===== config.mk =====
export PLATFORM = sky130hd
export DESIGN_NAME = status_out_sel
export DESIGN_NICKNAME = d
export VERILOG_FILES = /design/src/logic/status_out_pkg.sv /design/src/logic/status_out_sel.sv
export SDC_FILE = /design/constraint.sdc
export NUM_CORES = 1
export LEC_CHECK = 0
export ABC_AREA = 1
export BUFFER_PORTS_ARGS = -buffer_cell sky130_fd_sc_hd__buf_2
export CAP_MARGIN = 20
export CORE_UTILIZATION = 35
export CTS_BUF_LIST = sky130_fd_sc_hd__clkbuf_8
export CTS_CLUSTER_DIAMETER = 80
export DETAILED_ROUTE_END_ITERATION = 8
export SETUP_SLACK_MARGIN = 0.2
export SYNTH_ARGS = -nofsm -noshare
export SYNTH_HDL_FRONTEND = slang
export SYNTH_SLANG_ARGS = --single-unit

===== constraint.sdc =====
create_clock -name pclk -period 15.6 [get_ports pclk]
set_clock_uncertainty 0.05 [all_clocks]
set_input_delay 1.56 -clock pclk [delete_from_list [all_inputs] [get_ports pclk]]
set_output_delay 1.56 -clock pclk [all_outputs]
set_load 0.005 [all_outputs]

===== src/logic/status_out_pkg.sv =====
/*
 * Shared constants and types of the drive status-output selector: APB
 * register map, option codes, reset values and the relay pin group.
 * Assumes frequencies arrive as unsigned words in one common unit.
 */
package status_out_pkg;

   // Frequency word width
   localparam int FREQ_W = 16;

   // Register byte offsets
   localparam logic [11:0] OFS_SEL_OUT1 = 12'h000;
   localparam logic [11:0] OFS_SEL_OUT2 = 12'h004;
   localparam logic [11:0] OFS_SEL_ALARM = 12'h008;
   localparam logic [11:0] OFS_SET_FREQ = 12'h00C;
   localparam logic [11:0] OFS_ACC_THR = 12'h010;
   localparam logic [11:0] OFS_DEC_THR = 12'h014;
   localparam logic [11:0] OFS_START_FREQ = 12'h018;
   localparam logic [11:0] OFS_MAX_FREQ = 12'h01C;
   localparam logic [11:0] OFS_STATUS = 12'h020;

   // Output function option codes
   localparam logic [7:0] FN_RUN = 8'h00;
   localparam logic [7:0] FN_SETPOINT = 8'h01;
   localparam logic [7:0] FN_OVER_THR = 8'h02;
   localparam logic [7:0] FN_AT_THR = 8'h06;
   localparam logic [7:0] FN_ALARM = 8'h05;

   // Values after reset
   localparam logic [7:0] RST_SEL_OUT1 = 8'h00;
   localparam logic [7:0] RST_SEL_OUT2 = 8'h01;
   localparam logic [7:0] RST_SEL_ALARM = 8'h05;
   localparam logic [15:0] RST_SET_FREQ = 16'h0000;
   localparam logic [15:0] RST_ACC_THR = 16'h0000;
   localparam logic [15:0] RST_DEC_THR = 16'h0000;
   localparam logic [15:0] RST_START_FREQ = 16'h0032;
   localparam logic [15:0] RST_MAX_FREQ = 16'h1770;

   // Hysteresis as percent of maximum frequency
   localparam int ON_PCT = 1;
   localparam int OFF_PCT = 2;

   // Status register bit positions
   localparam int ST_RUN = 0;
   localparam int ST_SETPOINT = 1;
   localparam int ST_OVER = 2;
   localparam int ST_AT = 3;
   localparam int ST_ACCEL = 4;
   localparam int ST_DECEL = 5;

   // Relay contact group
   typedef struct packed {
      logic out1_no;
      logic out2_no;
      logic alarm_no;
      logic alarm_nc;
   } relay_t;

endpackage


===== src/logic/status_out_sel.sv =====
/*
 * Status-output selector of a motor drive: derives run and frequency
 * arrival flags from the generated frequency and routes any of them to two
 * normally-open relays and one changeover alarm relay.
 * Assumes the frequency generator and fault logic sit on pclk, so their
 * inputs need no synchroniser; software sets the map over APB.
 */
module status_out_sel (
   // Clock and reset
   input wire logic pclk,
   input wire logic presetn,
   // APB slave
   input wire logic psel,
   input wire logic penable,
   input wire logic pwrite,
   input wire logic [11:0] paddr,
   input wire logic [31:0] pwdata,
   output logic [31:0] prdata,
   output logic pready,
   output logic pslverr,
   // Drive state
   input wire logic [status_out_pkg::FREQ_W-1:0] out_freq,
   input wire logic alarm_in,
   // Relay contacts
   output status_out_pkg::relay_t relays
);
   localparam int W = status_out_pkg::FREQ_W;

   // Window membership within a band around a threshold
   function automatic logic near_thr(input logic [W-1:0] f,
         input logic [W-1:0] thr, input logic [W-1:0] band);
      logic [W:0] lo;
      logic [W:0] hi;
      lo = ({1'b0, thr} > {1'b0, band}) ? {1'b0, thr} - {1'b0, band}
         : '0;
      hi = {1'b0, thr} + {1'b0, band};
      near_thr = ({1'b0, f} >= lo) && ({1'b0, f} <= hi);
   endfunction

   // Option code to function level
   function automatic logic pick(input logic [7:0] code,
         input logic [4:0] fn);
      case (code)
         status_out_pkg::FN_RUN: pick = fn[0];
         status_out_pkg::FN_SETPOINT: pick = fn[1];
         status_out_pkg::FN_OVER_THR: pick = fn[2];
         status_out_pkg::FN_AT_THR: pick = fn[3];
         status_out_pkg::FN_ALARM: pick = fn[4];
         default: pick = 1'b0;
      endcase
   endfunction

   typedef enum logic [1:0] {DIR_ACCEL, DIR_DECEL} dir_t;

   // Configuration registers
   logic [7:0] sel1_q, sel1_d, sel2_q, sel2_d, sela_q, sela_d;
   logic [W-1:0] setf_q, setf_d, acc_q, acc_d, dec_q, dec_d;
   logic [W-1:0] startf_q, startf_d, maxf_q, maxf_d;
   // Flag state
   logic [W-1:0] prev_q, prev_d;
   dir_t dir_q, dir_d;
   logic run_q, run_d;
   logic arrival_at_setpoint_flag_q, arrival_at_setpoint_flag_d;
   logic arrival_over_threshold_flag_q, arrival_over_threshold_flag_d;
   logic arrival_at_threshold_pulse_q, arrival_at_threshold_pulse_d;
   status_out_pkg::relay_t rel_q, rel_d;
   logic [W-1:0] band_on, band_off;
   logic [W+7:0] prod_on, prod_off;
   logic wr_en, rd_en;
   logic [4:0] fn_vec;

   // Hysteresis bands from maximum frequency
   always_comb begin
      prod_on = {8'h00, maxf_q} * (W+8)'(status_out_pkg::ON_PCT);
      prod_off = {8'h00, maxf_q} * (W+8)'(status_out_pkg::OFF_PCT);
      band_on = W'(prod_on / (W+8)'(100));
      band_off = W'(prod_off / (W+8)'(100));
   end

   assign wr_en = psel && penable && pwrite;
   assign rd_en = psel && !pwrite;
   assign pready = 1'b1;

   // Register write decode
   always_comb begin
      sel1_d = sel1_q;
      sel2_d = sel2_q;
      sela_d = sela_q;
      setf_d = setf_q;
      acc_d = acc_q;
      dec_d = dec_q;
      startf_d = startf_q;
      maxf_d = maxf_q;
      if (wr_en) begin
         case (paddr)
            status_out_pkg::OFS_SEL_OUT1: sel1_d = pwdata[7:0];
            status_out_pkg::OFS_SEL_OUT2: sel2_d = pwdata[7:0];
            status_out_pkg::OFS_SEL_ALARM: sela_d = pwdata[7:0];
            status_out_pkg::OFS_SET_FREQ: setf_d = pwdata[W-1:0];
            status_out_pkg::OFS_ACC_THR: acc_d = pwdata[W-1:0];
            status_out_pkg::OFS_DEC_THR: dec_d = pwdata[W-1:0];
            status_out_pkg::OFS_START_FREQ: startf_d = pwdata[W-1:0];
            status_out_pkg::OFS_MAX_FREQ: maxf_d = pwdata[W-1:0];
            default: ;
         endcase
      end
   end

   // Unmapped addresses, and writes to the status register, answer with an error
   always_comb begin
      case (paddr)
         status_out_pkg::OFS_SEL_OUT1, status_out_pkg::OFS_SEL_OUT2,
         status_out_pkg::OFS_SEL_ALARM, status_out_pkg::OFS_SET_FREQ,
         status_out_pkg::OFS_ACC_THR, status_out_pkg::OFS_DEC_THR,
         status_out_pkg::OFS_START_FREQ, status_out_pkg::OFS_MAX_FREQ:
            pslverr = 1'b0;
         status_out_pkg::OFS_STATUS: pslverr = psel && penable && pwrite;
         default: pslverr = psel && penable;
      endcase
   end

   // Read data, registered during the setup cycle
   logic [31:0] rdata_q, rdata_d;
   always_comb begin
      rdata_d = rdata_q;
      if (rd_en && !penable) begin
         rdata_d = 32'h0000_0000;
         case (paddr)
            status_out_pkg::OFS_SEL_OUT1: rdata_d[7:0] = sel1_q;
            status_out_pkg::OFS_SEL_OUT2: rdata_d[7:0] = sel2_q;
            status_out_pkg::OFS_SEL_ALARM: rdata_d[7:0] = sela_q;
            status_out_pkg::OFS_SET_FREQ: rdata_d[W-1:0] = setf_q;
            status_out_pkg::OFS_ACC_THR: rdata_d[W-1:0] = acc_q;
            status_out_pkg::OFS_DEC_THR: rdata_d[W-1:0] = dec_q;
            status_out_pkg::OFS_START_FREQ: rdata_d[W-1:0] = startf_q;
            status_out_pkg::OFS_MAX_FREQ: rdata_d[W-1:0] = maxf_q;
            status_out_pkg::OFS_STATUS: begin
               rdata_d[status_out_pkg::ST_RUN] = run_q;
               rdata_d[status_out_pkg::ST_SETPOINT] =
                  arrival_at_setpoint_flag_q;
               rdata_d[status_out_pkg::ST_OVER] =
                  arrival_over_threshold_flag_q;
               rdata_d[status_out_pkg::ST_AT] =
                  arrival_at_threshold_pulse_q;
               rdata_d[status_out_pkg::ST_ACCEL] = (dir_q == DIR_ACCEL);
               rdata_d[status_out_pkg::ST_DECEL] = (dir_q == DIR_DECEL);
            end
            default: ;
         endcase
      end
   end
   assign prdata = rdata_q;

   // Direction and arrival flags
   always_comb begin
      prev_d = out_freq;
      dir_d = dir_q;
      if (out_freq > prev_q) begin
         dir_d = DIR_ACCEL;
      end else if (out_freq < prev_q) begin
         dir_d = DIR_DECEL;
      end
      run_d = (out_freq > startf_q);
      // Set frequency: early on, late off
      if (near_thr(out_freq, setf_q, band_on)) begin
         arrival_at_setpoint_flag_d = 1'b1;
      end else if (!near_thr(out_freq, setf_q, band_off)) begin
         arrival_at_setpoint_flag_d = 1'b0;
      end else begin
         arrival_at_setpoint_flag_d = arrival_at_setpoint_flag_q;
      end
      // Over-threshold: on at accel threshold, off under decel threshold
      arrival_over_threshold_flag_d = arrival_over_threshold_flag_q;
      if (dir_d == DIR_ACCEL && {1'b0, out_freq} + {1'b0, band_on}
            >= {1'b0, acc_q}) begin
         arrival_over_threshold_flag_d = 1'b1;
      end else if (dir_d == DIR_DECEL && {1'b0, out_freq}
            + {1'b0, band_off} < {1'b0, dec_q}) begin
         arrival_over_threshold_flag_d = 1'b0;
      end
      // At threshold pulses on each direction
      arrival_at_threshold_pulse_d = arrival_at_threshold_pulse_q;
      if ((dir_d == DIR_ACCEL && near_thr(out_freq, acc_q, band_on)) ||
            (dir_d == DIR_DECEL && near_thr(out_freq, dec_q, band_on))) begin
         arrival_at_threshold_pulse_d = 1'b1;
      end else if (!(dir_d == DIR_ACCEL &&
            near_thr(out_freq, acc_q, band_off)) && !(dir_d == DIR_DECEL
            && near_thr(out_freq, dec_q, band_off))) begin
         arrival_at_threshold_pulse_d = 1'b0;
      end
   end

   // Routing of functions to the contacts
   always_comb begin
      fn_vec = {alarm_in, arrival_at_threshold_pulse_d,
         arrival_over_threshold_flag_d, arrival_at_setpoint_flag_d, run_d};
      rel_d.out1_no = pick(sel1_q, fn_vec);
      rel_d.out2_no = pick(sel2_q, fn_vec);
      rel_d.alarm_no = pick(sela_q, fn_vec);
      rel_d.alarm_nc = !rel_d.alarm_no;
   end
   assign relays = rel_q;

   // State registers
   always_ff @(posedge pclk or negedge presetn) begin
      if (!presetn) begin
         sel1_q <= status_out_pkg::RST_SEL_OUT1;
         sel2_q <= status_out_pkg::RST_SEL_OUT2;
         sela_q <= status_out_pkg::RST_SEL_ALARM;
         setf_q <= status_out_pkg::RST_SET_FREQ;
         acc_q <= status_out_pkg::RST_ACC_THR;
         dec_q <= status_out_pkg::RST_DEC_THR;
         startf_q <= status_out_pkg::RST_START_FREQ;
         maxf_q <= status_out_pkg::RST_MAX_FREQ;
         rdata_q <= 32'h0000_0000;
         prev_q <= '0;
         dir_q <= DIR_ACCEL;
         run_q <= 1'b0;
         arrival_at_setpoint_flag_q <= 1'b0;
         arrival_over_threshold_flag_q <= 1'b0;
         arrival_at_threshold_pulse_q <= 1'b0;
         rel_q <= 4'h1;
      end else begin
         sel1_q <= sel1_d;
         sel2_q <= sel2_d;
         sela_q <= sela_d;
         setf_q <= setf_d;
         acc_q <= acc_d;
         dec_q <= dec_d;
         startf_q <= startf_d;
         maxf_q <= maxf_d;
         rdata_q <= rdata_d;
         prev_q <= prev_d;
         dir_q <= dir_d;
         run_q <= run_d;
         arrival_at_setpoint_flag_q <= arrival_at_setpoint_flag_d;
         arrival_over_threshold_flag_q <= arrival_over_threshold_flag_d;
         arrival_at_threshold_pulse_q <= arrival_at_threshold_pulse_d;
         rel_q <= rel_d;
      end
   end

   // Checks on the contacts and flags
   AST_ALARM_COMPL: assert property (
      @(posedge pclk) disable iff (!presetn)
      relays.alarm_nc == !relays.alarm_no)
      else $error("alarm contacts not complementary");
   AST_RUN_FOLLOWS: assert property (
      @(posedge pclk) disable iff (!presetn)
      (out_freq > startf_q) |=> run_q)
      else $error("run flag missed frequency above start");
   AST_RUN_STOP: assert property (
      @(posedge pclk) disable iff (!presetn)
      (out_freq <= startf_q) |=> !run_q)
      else $error("run flag held while stopped");
   AST_OUT1_ROUTE: assert property (
      @(posedge pclk) disable iff (!presetn)
      (sel1_q == status_out_pkg::FN_RUN && $stable(sel1_q))
      |=> relays.out1_no == run_q)
      else $error("relay 1 not following run function");
   AST_SETPOINT_ON: assert property (
      @(posedge pclk) disable iff (!presetn)
      (out_freq == setf_q) |=> arrival_at_setpoint_flag_q)
      else $error("setpoint flag off at set frequency");
   AST_OVER_DROP: assert property (
      @(posedge pclk) disable iff (!presetn)
      (out_freq < prev_q && {1'b0, out_freq} + {1'b0, band_off}
      < {1'b0, dec_q}) |=> !arrival_over_threshold_flag_q)
      else $error("over-threshold flag stayed on below decel point");
   AST_OVER_RISE: assert property (
      @(posedge pclk) disable iff (!presetn)
      (out_freq > prev_q && {1'b0, out_freq} + {1'b0, band_on}
      >= {1'b0, acc_q}) |=> arrival_over_threshold_flag_q)
      else $error("over-threshold flag missed accel threshold");
   AST_DIR_HOLD: assert property (
      @(posedge pclk) disable iff (!presetn)
      (out_freq == prev_q) |=> $stable(dir_q))
      else $error("direction changed at constant frequency");
   AST_AT_THR_ON: assert property (
      @(posedge pclk) disable iff (!presetn)
      (out_freq < prev_q && near_thr(out_freq, dec_q, band_on))
      |=> arrival_at_threshold_pulse_q)
      else $error("threshold pulse missed decel threshold");
   AST_AT_THR_LEAVE: assert property (
      @(posedge pclk) disable iff (!presetn)
      (dir_d == DIR_ACCEL && !near_thr(out_freq, acc_q, band_off)
      && !near_thr(out_freq, dec_q, band_off))
      |=> !arrival_at_threshold_pulse_q)
      else $error("threshold pulse stayed on past threshold");
   AST_ALARM_DEFAULT: assert property (
      @(posedge pclk) disable iff (!presetn)
      (sela_q == status_out_pkg::FN_ALARM && $stable(sela_q) && alarm_in)
      |=> relays.alarm_no)
      else $error("alarm relay not carrying alarm");
endmodule


* After elaboration in Yosys (flattened, before gate mapping) *
Index checks and enable logic that the tools add are counted.

word-level totals
  register bits = 146
  input port bits = 66
  word-level logic and storage cells = 139

cells by class
  $add $sub $neg = 14
  equal/unequal tests = 22
  divide/modulo/power cells = 2
  reduce and logical (&&, ||, !) cells = 38
  muxes and demuxes = 21
  order comparisons = 23

operators with widths
  kind                                              number
  adder 16 x 16 -> 17 bit                           8
  greater-than comparator 16 bit                    8
  >= comparator 16 x 17 -> 1 bit                    6
  less-or-equal comparator 16 x 17 -> 1 bit         6
  two-way mux 17 bit                                6
  subtractor 16 x 16 -> 17 bit                      6
  case mux 6 bit (9 select lines)                   1
  == test 12 x 5 -> 1 bit (second input constant)   4
  == test 8 x 3 -> 1 bit (second input constant)    6
  case mux 8 bit (5 select lines)                   1
  divider 16 x 7 -> 24 bit (second input constant)  1
  divider 17 x 7 -> 24 bit (second input constant)  1
  == test 12 x 4 -> 1 bit (second input constant)   2
  == test 8 x 1 -> 1 bit (second input constant)    3
  == test 8 x 2 -> 1 bit (second input constant)    3
  zero test 8 bit                                   3
  >= comparator 17 x 16 -> 1 bit                    1
  logical AND 1 bit                                 17
  < comparator 17 x 16 -> 1 bit                     1
  < comparator 16 bit                               1
  case mux 2 bit (8 select lines)                   1
  AND reduction 2 bit                               8
  case mux 1 bit (5 select lines)                   3
  == test 12 x 3 -> 1 bit (second input constant)   1
  other kinds (10)                                  22

* Depth between registers and ports, before layout *
Gate-level depths: netlist (run 1).

  depth in word-level cells = 12
  mapped depth = 91
  gate-level depth less buffers = 90

* Worst setup path after synthesis (run 1) *
OpenSTA, ideal clock, no wires.

  kind = register to register
  from = register maxf_q[12]
  to = register rel_q (netlist bit relays[0])
  data required time = 15.476 ns
  clock period less this slack = 9.036 ns
  data arrival time = 8.913 ns
  setup slack = 6.564 ns
  setup time = 0.074 ns
  stages on the path, launching flop included = 84
  buffers on the path = 1
  cells stage by stage = dfstp_2 -> nor2_2 -> nand2_2 -> nand2_2 -> nand2_1 -> nand2_1 -> nand2_1 -> nand2_1 -> nand2_4 -> nand2_4 -> nor2_4 -> nand2_4 -> nand2_4 -> nand2_1 -> nand2_1 -> nor2_4 -> nand2_4 -> nand3_2 -> (+48 left out) -> a21oi_1 -> o21bai_1 -> a21o_1 -> a21oi_1 -> o21ai_0 -> nand2_1 -> o211ai_1 -> nand2_1 -> o211ai_1 -> a21oi_1 -> nor2_1 -> o311ai_0 -> o41ai_1 -> nand2_1 -> nand3_1 -> nand4_1 -> nand2_1 -> inv_1

RTL lines
  what                    RTL line               source
  start, declared         status_out_sel.sv:58   logic [W-1:0] startf_q, startf_d, maxf_q, maxf_d;
  start signal, assigned  status_out_sel.sv:214  maxf_q <= status_out_pkg::RST_MAX_FREQ;
  start signal, assigned  status_out_sel.sv:231  maxf_q <= maxf_d;
  end signal, assigned    status_out_sel.sv:239  rel_q <= rel_d;
  end, declared           status_out_sel.sv:66   status_out_pkg::relay_t rel_q, rel_d;

==> results of run 1 <==
worst paths after layout:
kind                       startpoint         end  slack (ps)  depth (start not counted)
min reg2reg                prdata[15]  prdata[15]         440                          2
max                        maxf_q[11]   relays[3]        3090                         79
max in group asynchronous     presetn   prdata[7]       13050                          2
min                        prdata[15]  prdata[15]         440                          2
max reg2reg                maxf_q[11]   relays[3]        3090                         79
min in group asynchronous     presetn   prev_q[4]         990                          1
flip-flops by register name, summed over array words and instances, names as in the netlist, 2 cells and up:
signal,count
relays,4
setf_q,16
prev_q,16
dec_q,16
dir_q,2
prdata,16
sel1_q,8
startf_q,16
acc_q,16
maxf_q,16
sela_q,8
sel2_q,8
metal layers:
| metal | global-route usage, % | vias to the layer above | routed length, um |
|---|---|---|---|
| met5 | 0 | - | 13 |
| met4 | 8.043 | 2 | 1781 |
| met3 | 2.963 | 108 | 4898 |
| met2 | 39.90 | 684 | 33500 |
| met1 | 34.14 | 9632 | 34340 |
| li1 | - | 10100 | - |
through the flow:
step | setup slack, ps | total power, mW
after detailed placement | 3222 | 0.6109
after global routing | 1840 | 0.9966
final | 3094 | 0.9453
after global placement | 3239 | 0.6081
after floorplan | 6564 | 0.5227
after CTS | 3207 | 0.9538
layout make-up:
| cell class | instances | area [um2] | share of cell area (%) |
|---|---|---|---|
| inverter | 399 | 1500 | 6.648 |
| multi-input combinational | 2354 | 15530 | 68.82 |
| tap | 773 | 967.2 | 4.286 |
| clock inverter | 14 | 165.2 | 0.7319 |
| timing repair buffer | 81 | 479.2 | 2.124 |
| sequential | 146 | 3671 | 16.27 |
| antenna | 2 | 5.005 | 0.02218 |
| clock buffer | 18 | 247.7 | 1.098 |
synthesized netlist by cell type, types with 22 or more instances:
master	number	area, um2
nand4_1	53	331.6
nor2_1	228	855.8
clkbuf_1	41	153.9
o22ai_1	27	168.9
inv_1	379	1423
o21ai_0	245	1226
nor3_1	32	160.2
a21oi_1	241	1206
ha_1	408	5105
nand3_1	141	705.7
nand2_2	22	137.6
nand2_4	32	360.4
nand2_1	541	2031
xor2_1	100	875.8
dfrtp_1	132	3303
o21bai_1	37	277.8
nor4_1	27	168.9
tightest hold or removal path, delay by kind of cell (launching register included):
family / cells / cell delay [ps]
compound gates: 1 / 60
flops: 1 / 350
simple gates: 1 / 50
power by group:
group | internal [mW] | switching [mW] | total [mW]
registers | 0.383 | 0.00489 | 0.388
logic | 0.0692 | 0.148 | 0.217
clock network | 0.151 | 0.189 | 0.340
total | 0.604 | 0.341 | 0.945
kinds of logic after synthesis:
logic type / count (synthesis)
simple gates: 1126
other cells: 2
flops: 146
xor+xnor: 117
buf+inv: 459
compound gates: 672
fa+ha+maj: 422
==> reports/metrics.yaml, run 1 <==
dieWidth_um: 246.5
synth_area_mm2: 0.02093
setup_violations: 0
design.die.area_mm2: 0.06078
seq_area_frac_synth_pct: 17.54
critPathBufInv: 12
synth_top_family_by_area: "adder cells"
hp-class: "flip-flop to flip-flop"
synth_edf_count: 0
drc: 0
cts_resized: 0
drt_iter0_markers: 1698
slew_headroom_pct: 29.56
synth_mux_area_share_pct: 0
syn_to_final_growth_pct: 7.819
port-buffer-count: 70
end_kind: "flip-flop"
vdd_drop_max_uv: 67.66
tightest_slew_ps: 1045
cp_top_family: "simple AND/OR/NAND/NOR gates"
gp_congestion: 0.9762
hold_ws_ps: 438.4
grt_pass1_wl_um: 112500
syn_avg_cell_area_um2: 7.109
vias: 20520
cts_sinks: 146
grt_pass1_vias: 19050
synth-xor-area-share_pct: 4.896
crit_path_start_kind: "flip-flop"
dp_hpwl_um: 59370
drt_pre_antenna_iters: 5
cp.required_ps: 16010
slew_viol_final: 0
synth_cells: 2944
maxCapViolations: 0
wirelength_um: 74540
grt_max_degree: 76
synthSimpleGateAreaFrac_pct: 24.95
cts_buffers: 17
layout_commonest_cell: "nand2_1"
clk_pin_slew_worst_paths_ps: 100
cpPeakStageDelay_ps: 580
synth_compound_area_share_pct: 18.30
detail-route-antenna-nets: 0
crit_path_max_fanout: 16
synthFlopType: "dfrtp_1"
routedWlPerCell_um: 19.68
globalRouteTotalUtil_pct: 24.79
hold_violations: 0
slowest_stage: "a21oi_1"
final_cells: 3787
hold_buffers: 0
drive_gt1_share_pct: 8.201
antenna_found_initial: 8
rows: 89
boundaryPins: 104
yosys_warnings: 0
max_freq_ghz: 0.07996
synth_adder_area_share_pct: 25.73
die_h_um: 246.5
cts_post_setup_buffers_inserted: 0
period_share_pct: 80.17
netlist-cell-type-count: 62
final_util_pct: 38.24
powerDensity_mw_per_mm2: 41.89
final_cell_area_mm2: 0.02257
outcome: "complete, no violations"
grt.overflow.total: 0
cp_data_arrival_time_ps: 12920
final_cell_mix: "nand2_1 (541), ha_1 (408), inv_1 (380), o21ai_0 (245), a21oi_1 (241)"
ys_ff_latch: 146
ctsRootBufferMaster: "clkbuf_8"
htreeDepth: 4
fin_crit_ps: 12510
tritoncts: "done"
cp_common_cell: "nand2_1"
postPlaceCellArea_mm2: 0.02209
place_inst: 3751
finalSetupTns_ps: 0
crit_type: "flip-flop to flip-flop"
fin_nets: 3487
fill_cells: 6391
core-area_mm2: 0.05902
clkLatencyLatePin_ps: 580
rsz0062_at_grt: "false"
leakage_nw: 11.16
initial_utilization_pct: 35.46
synth-async-reset-ratio_pct: 100.0
ctsLongestPathBuffers: 2
via_per_inst: 5.419
No activity file was read; power rests on OpenSTA's default activity.
==> inputs of run 2 (changes only) <==
Clock period 15.6 ns to 11.95 ns, I/O delays scaled along.
==> run 2 against run 1 <==
  * Largest cell class unchanged
  * Sequential cell count unchanged
  * Worst hold slack better by 2.5 ps
  * Clock power increased by 18%
  * Non-clock buffer count grew 29
  * Count of clock-buffer cells in the layout fell by 1
  * Core utilization up 0.28 points
  * Combinational power grew 35%
  * Critical endpoint is now relays[0]
  * Worst setup slack worse by 2100 ps
  * Largest power group unchanged
  * Design area grew 0.74%
  * Register-to-register slack worse by 2100 ps
==> reports/metrics.yaml, run 2 (synthesis results as in run 1) <==
vias: 20510  # -0.083%
routedWlPerCell_um: 20.00  # +1.6%
port-buffer-count: 70  # unchanged
gp_congestion: 0.9435  # -3.3%
antenna_found_initial: 2  # -6
fin_nets: 3516  # +0.83%
ctsRootBufferMaster: "clkbuf_8"
drive_gt1_share_pct: 9.309  # +1.1 points
fill_cells: 6374  # -0.27%
grt_pass1_wl_um: 114900  # +2.1%
drt_pre_antenna_iters: 6  # +1
cp_data_arrival_time_ps: 11370  # -1550 ps
slowest_stage: "dfstp_2"
min_path_cells: 2  # unchanged
grt.overflow.total: 0  # unchanged
htreeDepth: 4  # unchanged
finalSetupTns_ps: 0  # unchanged
crit_type: "flip-flop to flip-flop"
wl_met2_um: 32940  # -1.7%
ctsLongestPathBuffers: 2  # unchanged
setup_ws_ps: 1025  # -2069 ps
final_cell_mix: "nand2_1 (539), ha_1 (408), inv_1 (378), o21ai_0 (242), a21oi_1 (241)"
worstRegToRegCells: 77  # -2.5%
clkLatencyLatePin_ps: 560  # -20 ps
grt_pass1_vias: 19150  # +0.54%
wirelength_um: 76290  # +2.4%
via_per_inst: 5.375  # -0.82%
end_kind: "flip-flop"
leakage_nw: 11.25  # +0.88%
boundaryPins: 104  # unchanged
slew_viol_final: 0  # unchanged
rows: 89  # unchanged
globalRouteTotalUtil_pct: 25.33  # +0.54 points
core-area_mm2: 0.05902  # unchanged
die_h_um: 246.5  # unchanged
drt_iter0_markers: 1573  # -7.4%
cts_sinks: 146  # unchanged
slew_headroom_pct: 32.11  # +2.5 points
reg2reg_from: "maxf_q[12]"
regToRegEndpoint: "relays[0]"
outcome: "complete, no violations"
clk_pin_slew_worst_paths_ps: 100  # about the same
hold_start: "prdata[5]"
dpl_worst_slack_ps: 1043  # -2179 ps
rrSetupSlack_ps: 1020  # -2070 ps
tritoncts: "done"
wl_met1_um: 35070  # +2.1%
powerDensity_mw_per_mm2: 52.77  # +26%
met3_length_um: 5624  # +15%
cp_common_cell: "nand2_1"
max_freq_ghz: 0.09153  # +14%
layout_commonest_cell: "nand2_1"
worst_hold_path.endpoint: "prdata[5]"
crit_path_max_fanout: 11  # -5
tightest_slew_ps: 1016  # -29.59 ps
drc: 0  # unchanged
route.top_layer_used: "met4"
rsz0062_at_grt: "false"
design.die.area_mm2: 0.06078  # unchanged
initial_utilization_pct: 35.46  # unchanged
final_cells: 3815  # +0.74%
dieWidth_um: 246.5  # unchanged
setup_violations: 0  # unchanged
cp.required_ps: 12400  # -3610 ps
detail-route-antenna-nets: 0  # unchanged
cts_post_setup_buffers_inserted: 0  # unchanged
hold_violations: 0  # unchanged
place_inst: 3782  # +0.83%
maxCapViolations: 0  # unchanged
grt_max_degree: 83  # +9.2%
hp-class: "flip-flop to flip-flop"
crit_path_start_kind: "flip-flop"
cpPeakStageDelay_ps: 610  # +30 ps
cts_buffers: 17  # unchanged
fin_crit_ps: 10930  # -1581 ps
period_share_pct: 91.42  # +11 points
dp_hpwl_um: 59020  # -0.58%
syn_to_final_growth_pct: 8.615
vdd_drop_max_uv: 85.61  # +27%
[run 2: cell count changes in the layout (fill, tap and decap cells not counted), sizes merged]
cell,delta
buf,+29
bufinv,-2
clkbuf,-1
clkinvlp,+3
inv,-1
[run 2: layout make-up]
type                    count  area [um2]  area share [%]
repair buffers            110       671.9           2.956
multi-input cells        2354       15560           68.44
well taps                 773       967.2           4.254
inverters                 399        1504           6.616
clock inverters            14       121.4          0.5339
flip-flops and latches    146        3671           16.15
diodes                      2       5.005         0.02202
clock buffers              17       234.0           1.029
[run 2: report_power, final]
part           internal [mW]  switching, mW
Clock                  0.149          0.252
Combinational         0.0971          0.195
Sequential             0.501        0.00613
[run 2: stage by stage]
step	util (%)	power [mW]	hold slack [ps]	cell area (um2)
3_5_place_dp	37.85	0.8046	413.1	22340
2_1_floorplan	-	0.6823	403.0	20990
3_3_place_gp	37.80	0.8007	416.7	22310
4_1_cts	38.46	1.212	440.0	22700
5_1_grt	38.51	1.266	463.7	22730
6_report	38.52	1.200	441.0	22730
[run 2: how the worst max path moves through the flow]
stage,from,slack (ps),to
2_1_floorplan,maxf_q[12],2910,relays[0]
3_3_place_gp,maxf_q[12],1070,relays[1]
3_5_place_dp,maxf_q[12],1040,relays[0]
4_1_cts,maxf_q[12],990,relays[1]
5_1_grt,maxf_q[12],200,relays[1]
6_report,maxf_q[12],1020,relays[0]
[run 2: per-layer routing]
layer	vias to the layer above	GRT usage, %
met5	-	0
met4	0	9.150
met3	119	4.641
met2	650	39.49
met1	9561	34.60
li1	10180	-
[run 2: critical path, delay by kind of cell (launching register included)]
kind | cells | cell delay, ps
AOI/OAI and AO/OA | 11 | 2080
xor gates and xnor gates | 1 | 160
adders and majority gates | 3 | 930
buffers and inverters | 7 | 850
DFF | 1 | 610
and+or+nand+nor | 55 | 6140
[run 2: timing repair]
item / 4_1_cts / 5_1_grt
gates resized for setup: 0 / 13
hold buffers: 0 / 0
setup endpoints to repair: 0 / 5
